===== src/core/asr_pkg.sv =====
// Purpose: Shared constants and carrier types for the static memory bus controller
// Assumes: core clock of 25 MHz; times are in nanoseconds
// Notes: Cycle counts are derived from the printed times and the clock period
`default_nettype none

package asr_pkg;

    // ------------------------------------------------------------
    // Clock and bus geometry
    // ------------------------------------------------------------
    localparam int CLK_PERIOD_NS = 40;
    localparam int ADDR_W = 19;
    localparam int DATA_W = 16;
    localparam int LANE_W = 2;

    // ------------------------------------------------------------
    // Timing figures as printed, in ns
    // ------------------------------------------------------------
    localparam int ADDRESS_ACCESS_TIME_NS = 45;
    localparam int OUTPUT_HOLD_AFTER_ADDRESS_NS = 10;
    localparam int OUTPUT_ENABLE_ACCESS_TIME_NS = 22;
    localparam int LANE_ENABLE_ACCESS_TIME_NS = 45;
    localparam int READ_CYCLE_NS = 45;
    localparam int ADDRESS_SETUP_TO_WRITE_END_NS = 35;
    localparam int ADDRESS_SETUP_TO_WRITE_START_NS = 0;
    localparam int ADDRESS_HOLD_AFTER_WRITE_NS = 0;
    localparam int WRITE_DATA_SETUP_NS = 25;
    localparam int WRITE_DATA_HOLD_NS = 0;
    localparam int WRITE_STROBE_RELEASE_TIME_NS = 18;
    localparam int WRITE_PULSE_NS = 35;
    localparam int WRITE_CYCLE_NS = 45;
    localparam int DESELECT_TO_RETENTION_TIME_NS = 0;

    // ------------------------------------------------------------
    // Least times rounded up to whole cycles, never below one
    // ------------------------------------------------------------
    function automatic int cyc_up(input int ns);
        int c;
        c = (ns + CLK_PERIOD_NS - 1) / CLK_PERIOD_NS;
        return (c < 1) ? 1 : c;
    endfunction

    localparam int READ_WAIT_CYC = cyc_up(ADDRESS_ACCESS_TIME_NS);
    localparam int OE_WAIT_CYC = cyc_up(OUTPUT_ENABLE_ACCESS_TIME_NS);
    localparam int LANE_WAIT_CYC = cyc_up(LANE_ENABLE_ACCESS_TIME_NS);
    localparam int READ_CYC = cyc_up(READ_CYCLE_NS);
    localparam int PULSE_CYC = cyc_up(WRITE_PULSE_NS);
    localparam int OE_PULSE_CYC =
        cyc_up(WRITE_STROBE_RELEASE_TIME_NS + WRITE_DATA_SETUP_NS);
    localparam int SETUP_CYC = cyc_up(WRITE_DATA_SETUP_NS);
    localparam int WRITE_CYC = cyc_up(WRITE_CYCLE_NS);
    localparam int RET_CYC = cyc_up(DESELECT_TO_RETENTION_TIME_NS);
    localparam int CNT_W = 4;

    // ------------------------------------------------------------
    // Carriers
    // ------------------------------------------------------------
    typedef struct packed {
        logic [ADDR_W-1:0] addr;
        logic [DATA_W-1:0] wdata;
        logic [LANE_W-1:0] lanes;
        logic write;
    } asr_req_t;

    typedef struct packed {
        logic select_active_low_n;
        logic select_active_high;
        logic write_strobe_n;
        logic output_enable_n;
        logic upper_lane_enable_n;
        logic lower_lane_enable_n;
    } asr_ctl_t;

    localparam asr_ctl_t CTL_IDLE = '{1'b1, 1'b0, 1'b1, 1'b1, 1'b1, 1'b1};

endpackage

`default_nettype wire


===== src/core/asr_sync.sv =====
// Purpose: Three-stage synchroniser with agreement filter for a pin bus
// Assumes: inputs arrive from outside the core clock domain
// Notes: A change is taken once the second and third stages agree
`default_nettype none

module asr_sync #(
    parameter int W = 16
) (
    input wire logic core_clk,
    input wire logic reset,
    input wire logic [W-1:0] pin_in,
    output logic [W-1:0] pin_out
);
    logic [W-1:0] s1_q;
    logic [W-1:0] s2_q;
    logic [W-1:0] s3_q;

    always_ff @(posedge core_clk) begin
        if (reset) begin
            s1_q <= '0;
            s2_q <= '0;
            s3_q <= '0;
        end else begin
            s1_q <= pin_in;
            s2_q <= s1_q;
            s3_q <= s2_q;
        end
    end

    // ------------------------------------------------------------
    // Agreement filter, per bit
    // ------------------------------------------------------------
    genvar i;
    generate
        for (i = 0; i < W; i++) begin : g_bit
            always_ff @(posedge core_clk) begin
                if (reset) begin
                    pin_out[i] <= 1'b0;
                end else if (s2_q[i] == s3_q[i]) begin
                    pin_out[i] <= s3_q[i];
                end
            end
        end
    endgenerate
endmodule

`default_nettype wire


===== src/core/asr_ctrl.sv =====
// Purpose: Controller that drives an asynchronous 16-bit static memory through its pins
// Assumes: one core clock; requests come from logic on the same clock
// Notes: Reads sample the data lines after access time plus synchroniser latency
`default_nettype none

// Notes on behaviour
// - Write only while strobe, selects, lane overlap
// - Write data valid 25 ns before end
// - Deselect by selects or both lanes off
// - Write strobe stays high during reads
// - Address valid no later than select
// - Address stable 35 ns before write end
// - Address may settle at write start
// - Address may change at write end
// - Strobe pulse at least 18 plus 25 ns
// - Deselect before retention, no delay needed
// - Do not drive while device drives
module asr_ctrl #(
    parameter int SYNC_LAT = 3
) (
    input wire logic core_clk,
    input wire logic reset,
    input wire asr_pkg::asr_req_t req,
    input wire logic req_valid,
    output logic req_ready,
    output logic [asr_pkg::DATA_W-1:0] rd_data,
    output logic rd_valid,
    input wire logic retention_req,
    output logic retention_ok,
    output logic [asr_pkg::ADDR_W-1:0] mem_addr,
    output asr_pkg::asr_ctl_t mem_ctl,
    input wire logic [asr_pkg::DATA_W-1:0] mem_data_in,
    output logic [asr_pkg::DATA_W-1:0] mem_data_out,
    output logic mem_data_oe
);
    import asr_pkg::*;

    typedef enum logic [2:0] {
        ST_IDLE,
        ST_RD_SETUP,
        ST_RD_WAIT,
        ST_WR_SETUP,
        ST_WR_PULSE,
        ST_WR_RECOVER,
        ST_RETAIN
    } asr_state_t;

    // Sync stages plus the agreement register each add one cycle
    localparam logic [CNT_W-1:0] RD_WAIT_N =
        CNT_W'(READ_WAIT_CYC + SYNC_LAT + 1);
    // Strobe low long enough for both minimum pulse figures
    localparam logic [CNT_W-1:0] WR_PULSE_N =
        CNT_W'((PULSE_CYC > OE_PULSE_CYC) ? PULSE_CYC : OE_PULSE_CYC);
    localparam logic [CNT_W-1:0] WR_REC_N = CNT_W'(WRITE_CYC - PULSE_CYC);

    asr_state_t state_q;
    logic [CNT_W-1:0] cnt_q;
    asr_req_t cur_q;
    logic [DATA_W-1:0] din_sync;
    logic [LANE_W-1:0] lane_sel;

    // Lanes of zero would deselect the part; treat as full word
    function automatic logic [LANE_W-1:0] lanes_of(input logic [LANE_W-1:0] l);
        return (l == '0) ? 2'h3 : l;
    endfunction

    asr_sync #(
        .W(DATA_W)
    ) u_sync (
        .core_clk(core_clk),
        .reset(reset),
        .pin_in(mem_data_in),
        .pin_out(din_sync)
    );

    assign req_ready = (state_q == ST_IDLE) && !retention_req;
    assign lane_sel = lanes_of(cur_q.lanes);

    // ------------------------------------------------------------
    // Sequencer
    // ------------------------------------------------------------
    always_ff @(posedge core_clk) begin
        if (reset) begin
            state_q <= ST_IDLE;
            cnt_q <= '0;
        end else begin
            case (state_q)
                ST_IDLE: begin
                    if (retention_req) begin
                        state_q <= ST_RETAIN;
                    end else if (req_valid) begin
                        state_q <= req.write ? ST_WR_SETUP : ST_RD_SETUP;
                    end
                end
                ST_RD_SETUP: begin
                    // Address settled one cycle before select goes active
                    state_q <= ST_RD_WAIT;
                    cnt_q <= RD_WAIT_N;
                end
                ST_RD_WAIT: begin
                    // Wait covers access time plus input synchroniser
                    if (cnt_q <= 4'h1) begin
                        state_q <= ST_IDLE;
                    end else begin
                        cnt_q <= cnt_q - 4'h1;
                    end
                end
                ST_WR_SETUP: begin
                    state_q <= ST_WR_PULSE;
                    cnt_q <= WR_PULSE_N;
                end
                ST_WR_PULSE: begin
                    if (cnt_q <= 4'h1) begin
                        state_q <= ST_WR_RECOVER;
                        cnt_q <= WR_REC_N;
                    end else begin
                        cnt_q <= cnt_q - 4'h1;
                    end
                end
                ST_WR_RECOVER: begin
                    if (cnt_q <= 4'h1) begin
                        state_q <= ST_IDLE;
                    end else begin
                        cnt_q <= cnt_q - 4'h1;
                    end
                end
                ST_RETAIN: begin
                    if (!retention_req) begin
                        state_q <= ST_IDLE;
                    end
                end
                default: begin
                    state_q <= ST_IDLE;
                end
            endcase
        end
    end

    // ------------------------------------------------------------
    // Request capture; address and data stay put past write end
    // ------------------------------------------------------------
    always_ff @(posedge core_clk) begin
        if (reset) begin
            cur_q <= '0;
        end else if (req_ready && req_valid) begin
            cur_q <= req;
        end
    end

    // ------------------------------------------------------------
    // Pin drive
    // ------------------------------------------------------------
    always_ff @(posedge core_clk) begin
        if (reset) begin
            mem_ctl <= CTL_IDLE;
            mem_addr <= '0;
            mem_data_out <= '0;
            mem_data_oe <= 1'b0;
        end else begin
            mem_ctl <= CTL_IDLE;
            mem_data_oe <= 1'b0;
            case (state_q)
                ST_IDLE: begin
                    if (req_ready && req_valid) begin
                        mem_addr <= req.addr;
                        mem_data_out <= req.wdata;
                    end
                end
                ST_RD_SETUP, ST_RD_WAIT: begin
                    // Strobe held high for the whole read
                    mem_ctl.select_active_low_n <= 1'b0;
                    mem_ctl.select_active_high <= 1'b1;
                    mem_ctl.write_strobe_n <= 1'b1;
                    mem_ctl.output_enable_n <= 1'b0;
                    mem_ctl.upper_lane_enable_n <= !lane_sel[1];
                    mem_ctl.lower_lane_enable_n <= !lane_sel[0];
                end
                ST_WR_SETUP, ST_WR_PULSE: begin
                    // Output enable kept high so the part never drives; pulse
                    // of two cycles covers both minimum pulse figures
                    mem_ctl.select_active_low_n <= 1'b0;
                    mem_ctl.select_active_high <= 1'b1;
                    mem_ctl.output_enable_n <= 1'b1;
                    mem_ctl.upper_lane_enable_n <= !lane_sel[1];
                    mem_ctl.lower_lane_enable_n <= !lane_sel[0];
                    // Low for every cycle of the pulse count
                    mem_ctl.write_strobe_n <= (state_q == ST_WR_SETUP);
                    mem_data_oe <= 1'b1;
                end
                ST_WR_RECOVER: begin
                    // Data still driven one cycle past strobe rise
                    mem_data_oe <= (cnt_q == WR_REC_N);
                end
                default: begin
                    mem_ctl <= CTL_IDLE;
                end
            endcase
        end
    end

    // ------------------------------------------------------------
    // Read return; sampled late so old data hold does not matter
    // ------------------------------------------------------------
    always_ff @(posedge core_clk) begin
        if (reset) begin
            rd_data <= '0;
            rd_valid <= 1'b0;
        end else begin
            rd_valid <= (state_q == ST_RD_WAIT) && (cnt_q <= 4'h1);
            if ((state_q == ST_RD_WAIT) && (cnt_q <= 4'h1)) begin
                rd_data <= din_sync;
            end
        end
    end

    always_ff @(posedge core_clk) begin
        if (reset) begin
            retention_ok <= 1'b0;
        end else begin
            retention_ok <= (state_q == ST_RETAIN);
        end
    end
endmodule

`default_nettype wire


===== config.mk =====
export PLATFORM = sky130hd
export DESIGN_NAME = asr_ctrl
export DESIGN_NICKNAME = d
export VERILOG_FILES = /design/src/core/asr_pkg.sv /design/src/core/asr_sync.sv /design/src/core/asr_ctrl.sv
export SDC_FILE = /design/constraint.sdc
export NUM_CORES = 1
export LEC_CHECK = 0
export BUFFER_PORTS_ARGS = -buffer_cell sky130_fd_sc_hd__buf_2
export CAP_MARGIN = 15
export CELL_PAD_IN_SITES_DETAIL_PLACEMENT = 0
export CELL_PAD_IN_SITES_GLOBAL_PLACEMENT = 1
export CORE_MARGIN = 2
export CORE_UTILIZATION = 39
export CTS_CLUSTER_DIAMETER = 60
export DETAILED_ROUTE_END_ITERATION = 10
export PLACE_DENSITY = 0.86
export SETUP_SLACK_MARGIN = 0.02
export SLEW_MARGIN = 5
export SYNTH_ARGS = -nofsm -noshare
export SYNTH_HDL_FRONTEND = slang
export SYNTH_SLANG_ARGS = --single-unit

===== constraint.sdc =====
create_clock -name core_clk -period 2.3 [get_ports core_clk]
set_input_delay 0.345 -clock core_clk [delete_from_list [all_inputs] [get_ports core_clk]]
set_output_delay 0.345 -clock core_clk [all_outputs]
set_load 0.02 [all_outputs]

==> results.yml <==
status:
  status: "completed"
synthesis:
  synth.distinct_cells: 43
  synth_edf_count: 0
  synth-seq-area-share_pct: 58.3
  synthFlopType: "dfxtp_1"
  syn_avg_cell_area_um2: 9.42
  synth.ff_latch_count: 133
  async_flop_share_pct: 0
  synth_area_um2: 4570
  yosysWarningCount: 0
  syn_inst: 485
  syn_nets: 545
sta:
  tns_ps: 0
  fin_hold_ws_ps: 133
  hold_violations: 0
  tightestPinTransition_ps: 701
  slew_viol_final: 0
  fin_worst_skew_ps: 10.1
  grt_setup_unrepaired: "no"
  fmax_ghz: 0.537
  finalCriticalPeriod_ps: 1860
  setup_viol: 0
  min_period_over_period_pct: 80.9
  slew_headroom_pct: 53.3
floorplanning:
  die_x_um: 112
  ios: 119
  rows: 39
  die-area_um2: 12600
  start_util_pct: 40.0
  core_um2: 11400
  chipHeight_um: 112
clock_network:
  htree_levels: 4
  clk_latency_ps: 420
  cts.sinks: 133
  cts-root-buf: "clkbuf_16"
  postCtsSetupBuffers: 0
  postCtsHoldBufs: 0
  cts_tree: "done"
  cts.clk_slew.worst_paths_ps: 60
  cts_buffers: 17
  ctsLongestPathBuffers: 2
  cts_resized: 0
global_routing:
  grt_pass1_vias: 3567
  grt_max_degree: 70
  gr-total-overflow: 0
  grt_pass1_wl_um: 16000
  grt_use_total_pct: 15.8
  antenna_found_initial: 0
power:
  p_leak_nw: 2.42
  peakVddDrop_v: 0.000702
  power_mw: 6.76
  power_density_nw_per_um2: 1160
layout:
  fin_nets: 662
  area_growth_pct: 27.6
  diodes: 0
  nFillCells: 1073
  drive_gt1_share_pct: 26.7
critical_path:
  critPathMaxFanout: 11
  endpoint_kind: "flip-flop"
  cp.required_ps: 2600
  worstSetupPathType: "reg -> reg"
  start_kind: "flip-flop"
  worstPathArrival_ps: 2160
drt:
  drtPass1Iterations: 4
  wl_um: 9510
  detail-route-antenna-nets: 0
  drt-initial-drc-count: 163
  drc: 0
  vias_per_cell: 4.81
  vias: 3644
  wl_per_cell_um: 12.5
job:
  drv_cap: 0
placement:
  io_buffer_count: 118
  hpwl_um: 6280
  place_congestion: 0.777
min_path:
  holdCritPathClass: "in -> reg"
[flip-flops by register name, summed over array words and instances (netlist names)]
register / flops
u_sync.pin_out: 16
mem_data_out: 16
rd_valid: 1
retention_ok: 1
state_q: 3
mem_addr: 19
cnt_q: 4
mem_data_oe: 1
u_sync.s1_q: 16
mem_ctl: 6
u_sync.s3_q: 16
u_sync.s2_q: 16
cur_q: 2
rd_data: 16
[layer usage]
layer  global-route usage [%]  wire, um  vias up
met1                     18.4      4210     1678
met2                     24.6      4390      116
li1                         -         -     1838
met4                     5.77       138        0
met5                        0         0        -
met3                     8.69       778       12
[cell type report]
class / count / area [um^2] / share of cell area (%)
Sequential cell: 133 / 2660 / 45.7
Multi-Input combinational cell: 316 / 1710 / 29.3
Timing Repair Buffer: 128 / 681 / 11.7
Clock buffer: 20 / 447 / 7.66
Tap cell: 143 / 179 / 3.07
Clock inverter: 12 / 129 / 2.21
Inverter: 6 / 22.5 / 0.386
[Yosys cell counts (all sizes together) (2+ instances only)]
cell | n | area share, %
nor4 | 5 | 1.0
dfxtp | 133 | 58
ha | 2 | 0.55
nand2 | 98 | 8.0
mux2i | 17 | 3.7
nand3 | 2 | 0.22
nor2 | 26 | 2.3
o22a | 2 | 0.38
inv | 6 | 0.49
nand2b | 2 | 0.44
a31oi | 2 | 0.27
o21ai | 22 | 2.5
xnor2 | 3 | 0.57
nor3 | 5 | 0.79
a21oi | 63 | 6.9
nor2b | 50 | 6.8
clkbuf | 14 | 1.2
buf | 16 | 2.7
[cells by family after synthesis]
kind of cell | synth area share [%]
AOI/OAI and AO/OA | 12.3
muxes | 3.72
xor gates and xnor gates | 0.575
and+or+nand+nor | 20.2
adders and majority gates | 0.547
DFF | 58.3
buffers and inverters | 4.33
[power breakdown]
| part | internal [mW] | total (mW) | switching [mW] | leakage [nW] |
|---|---|---|---|---|
| Sequential | 2.52 | 2.65 | 0.132 | 1.09 |
| Clock | 1.62 | 2.60 | 0.978 | 0.276 |
| Combinational | 0.595 | 1.51 | 0.919 | 1.06 |
[placed cells by master (no fill, tap or decap), drive strengths merged, types with 2 or more instances in the layout]
cell	n
mux2i	17
a21oi	63
nand2b	2
clkinvlp	3
nand3	2
ha	2
nor2	26
nand2	98
buf	128
nor4	5
clkbuf	20
dfxtp	133
xnor2	3
a31oi	2
inv	7
nor2b	50
nor3	5
bufinv	2
o21ai	22
clkinv	6
o22a	2
[final timing paths]
| kind | from | to | slack (ps) | cells past startpoint |
|---|---|---|---|---|
| min | mem_data_in[10] | u_sync.s1_q[10] | 130 | 2 |
| max reg2reg | cnt_q[0] | cnt_q[1] | 440 | 7 |
| max | cnt_q[0] | cnt_q[1] | 440 | 7 |
| min reg2reg | u_sync.s1_q[6] | u_sync.s2_q[6] | 440 | 1 |
[per-stage QoR]
| step | std cells | worst slack (ps) | cell area [um^2] | util (%) |
|---|---|---|---|---|
| after global placement | 725 | 192 | 5240 | 45.8 |
| after floorplan | 485 | 646 | 4570 | - |
| final | 758 | 439 | 5830 | 51.1 |
| after detailed placement | 725 | 91.0 | 5240 | 45.8 |
| after CTS | 757 | 104 | 5810 | 50.9 |
| after global routing | 758 | 299 | 5830 | 51.1 |
[critical path: stages, from the launching register on]
cell	delay, ps
dfxtp_1	420
inv_1	90
ha_1	290
o21ai_2	260
buf_4	230
mux2i_1	90
o22a_1	170
o211a_1	190
Power figures use the tool's default switching activity.
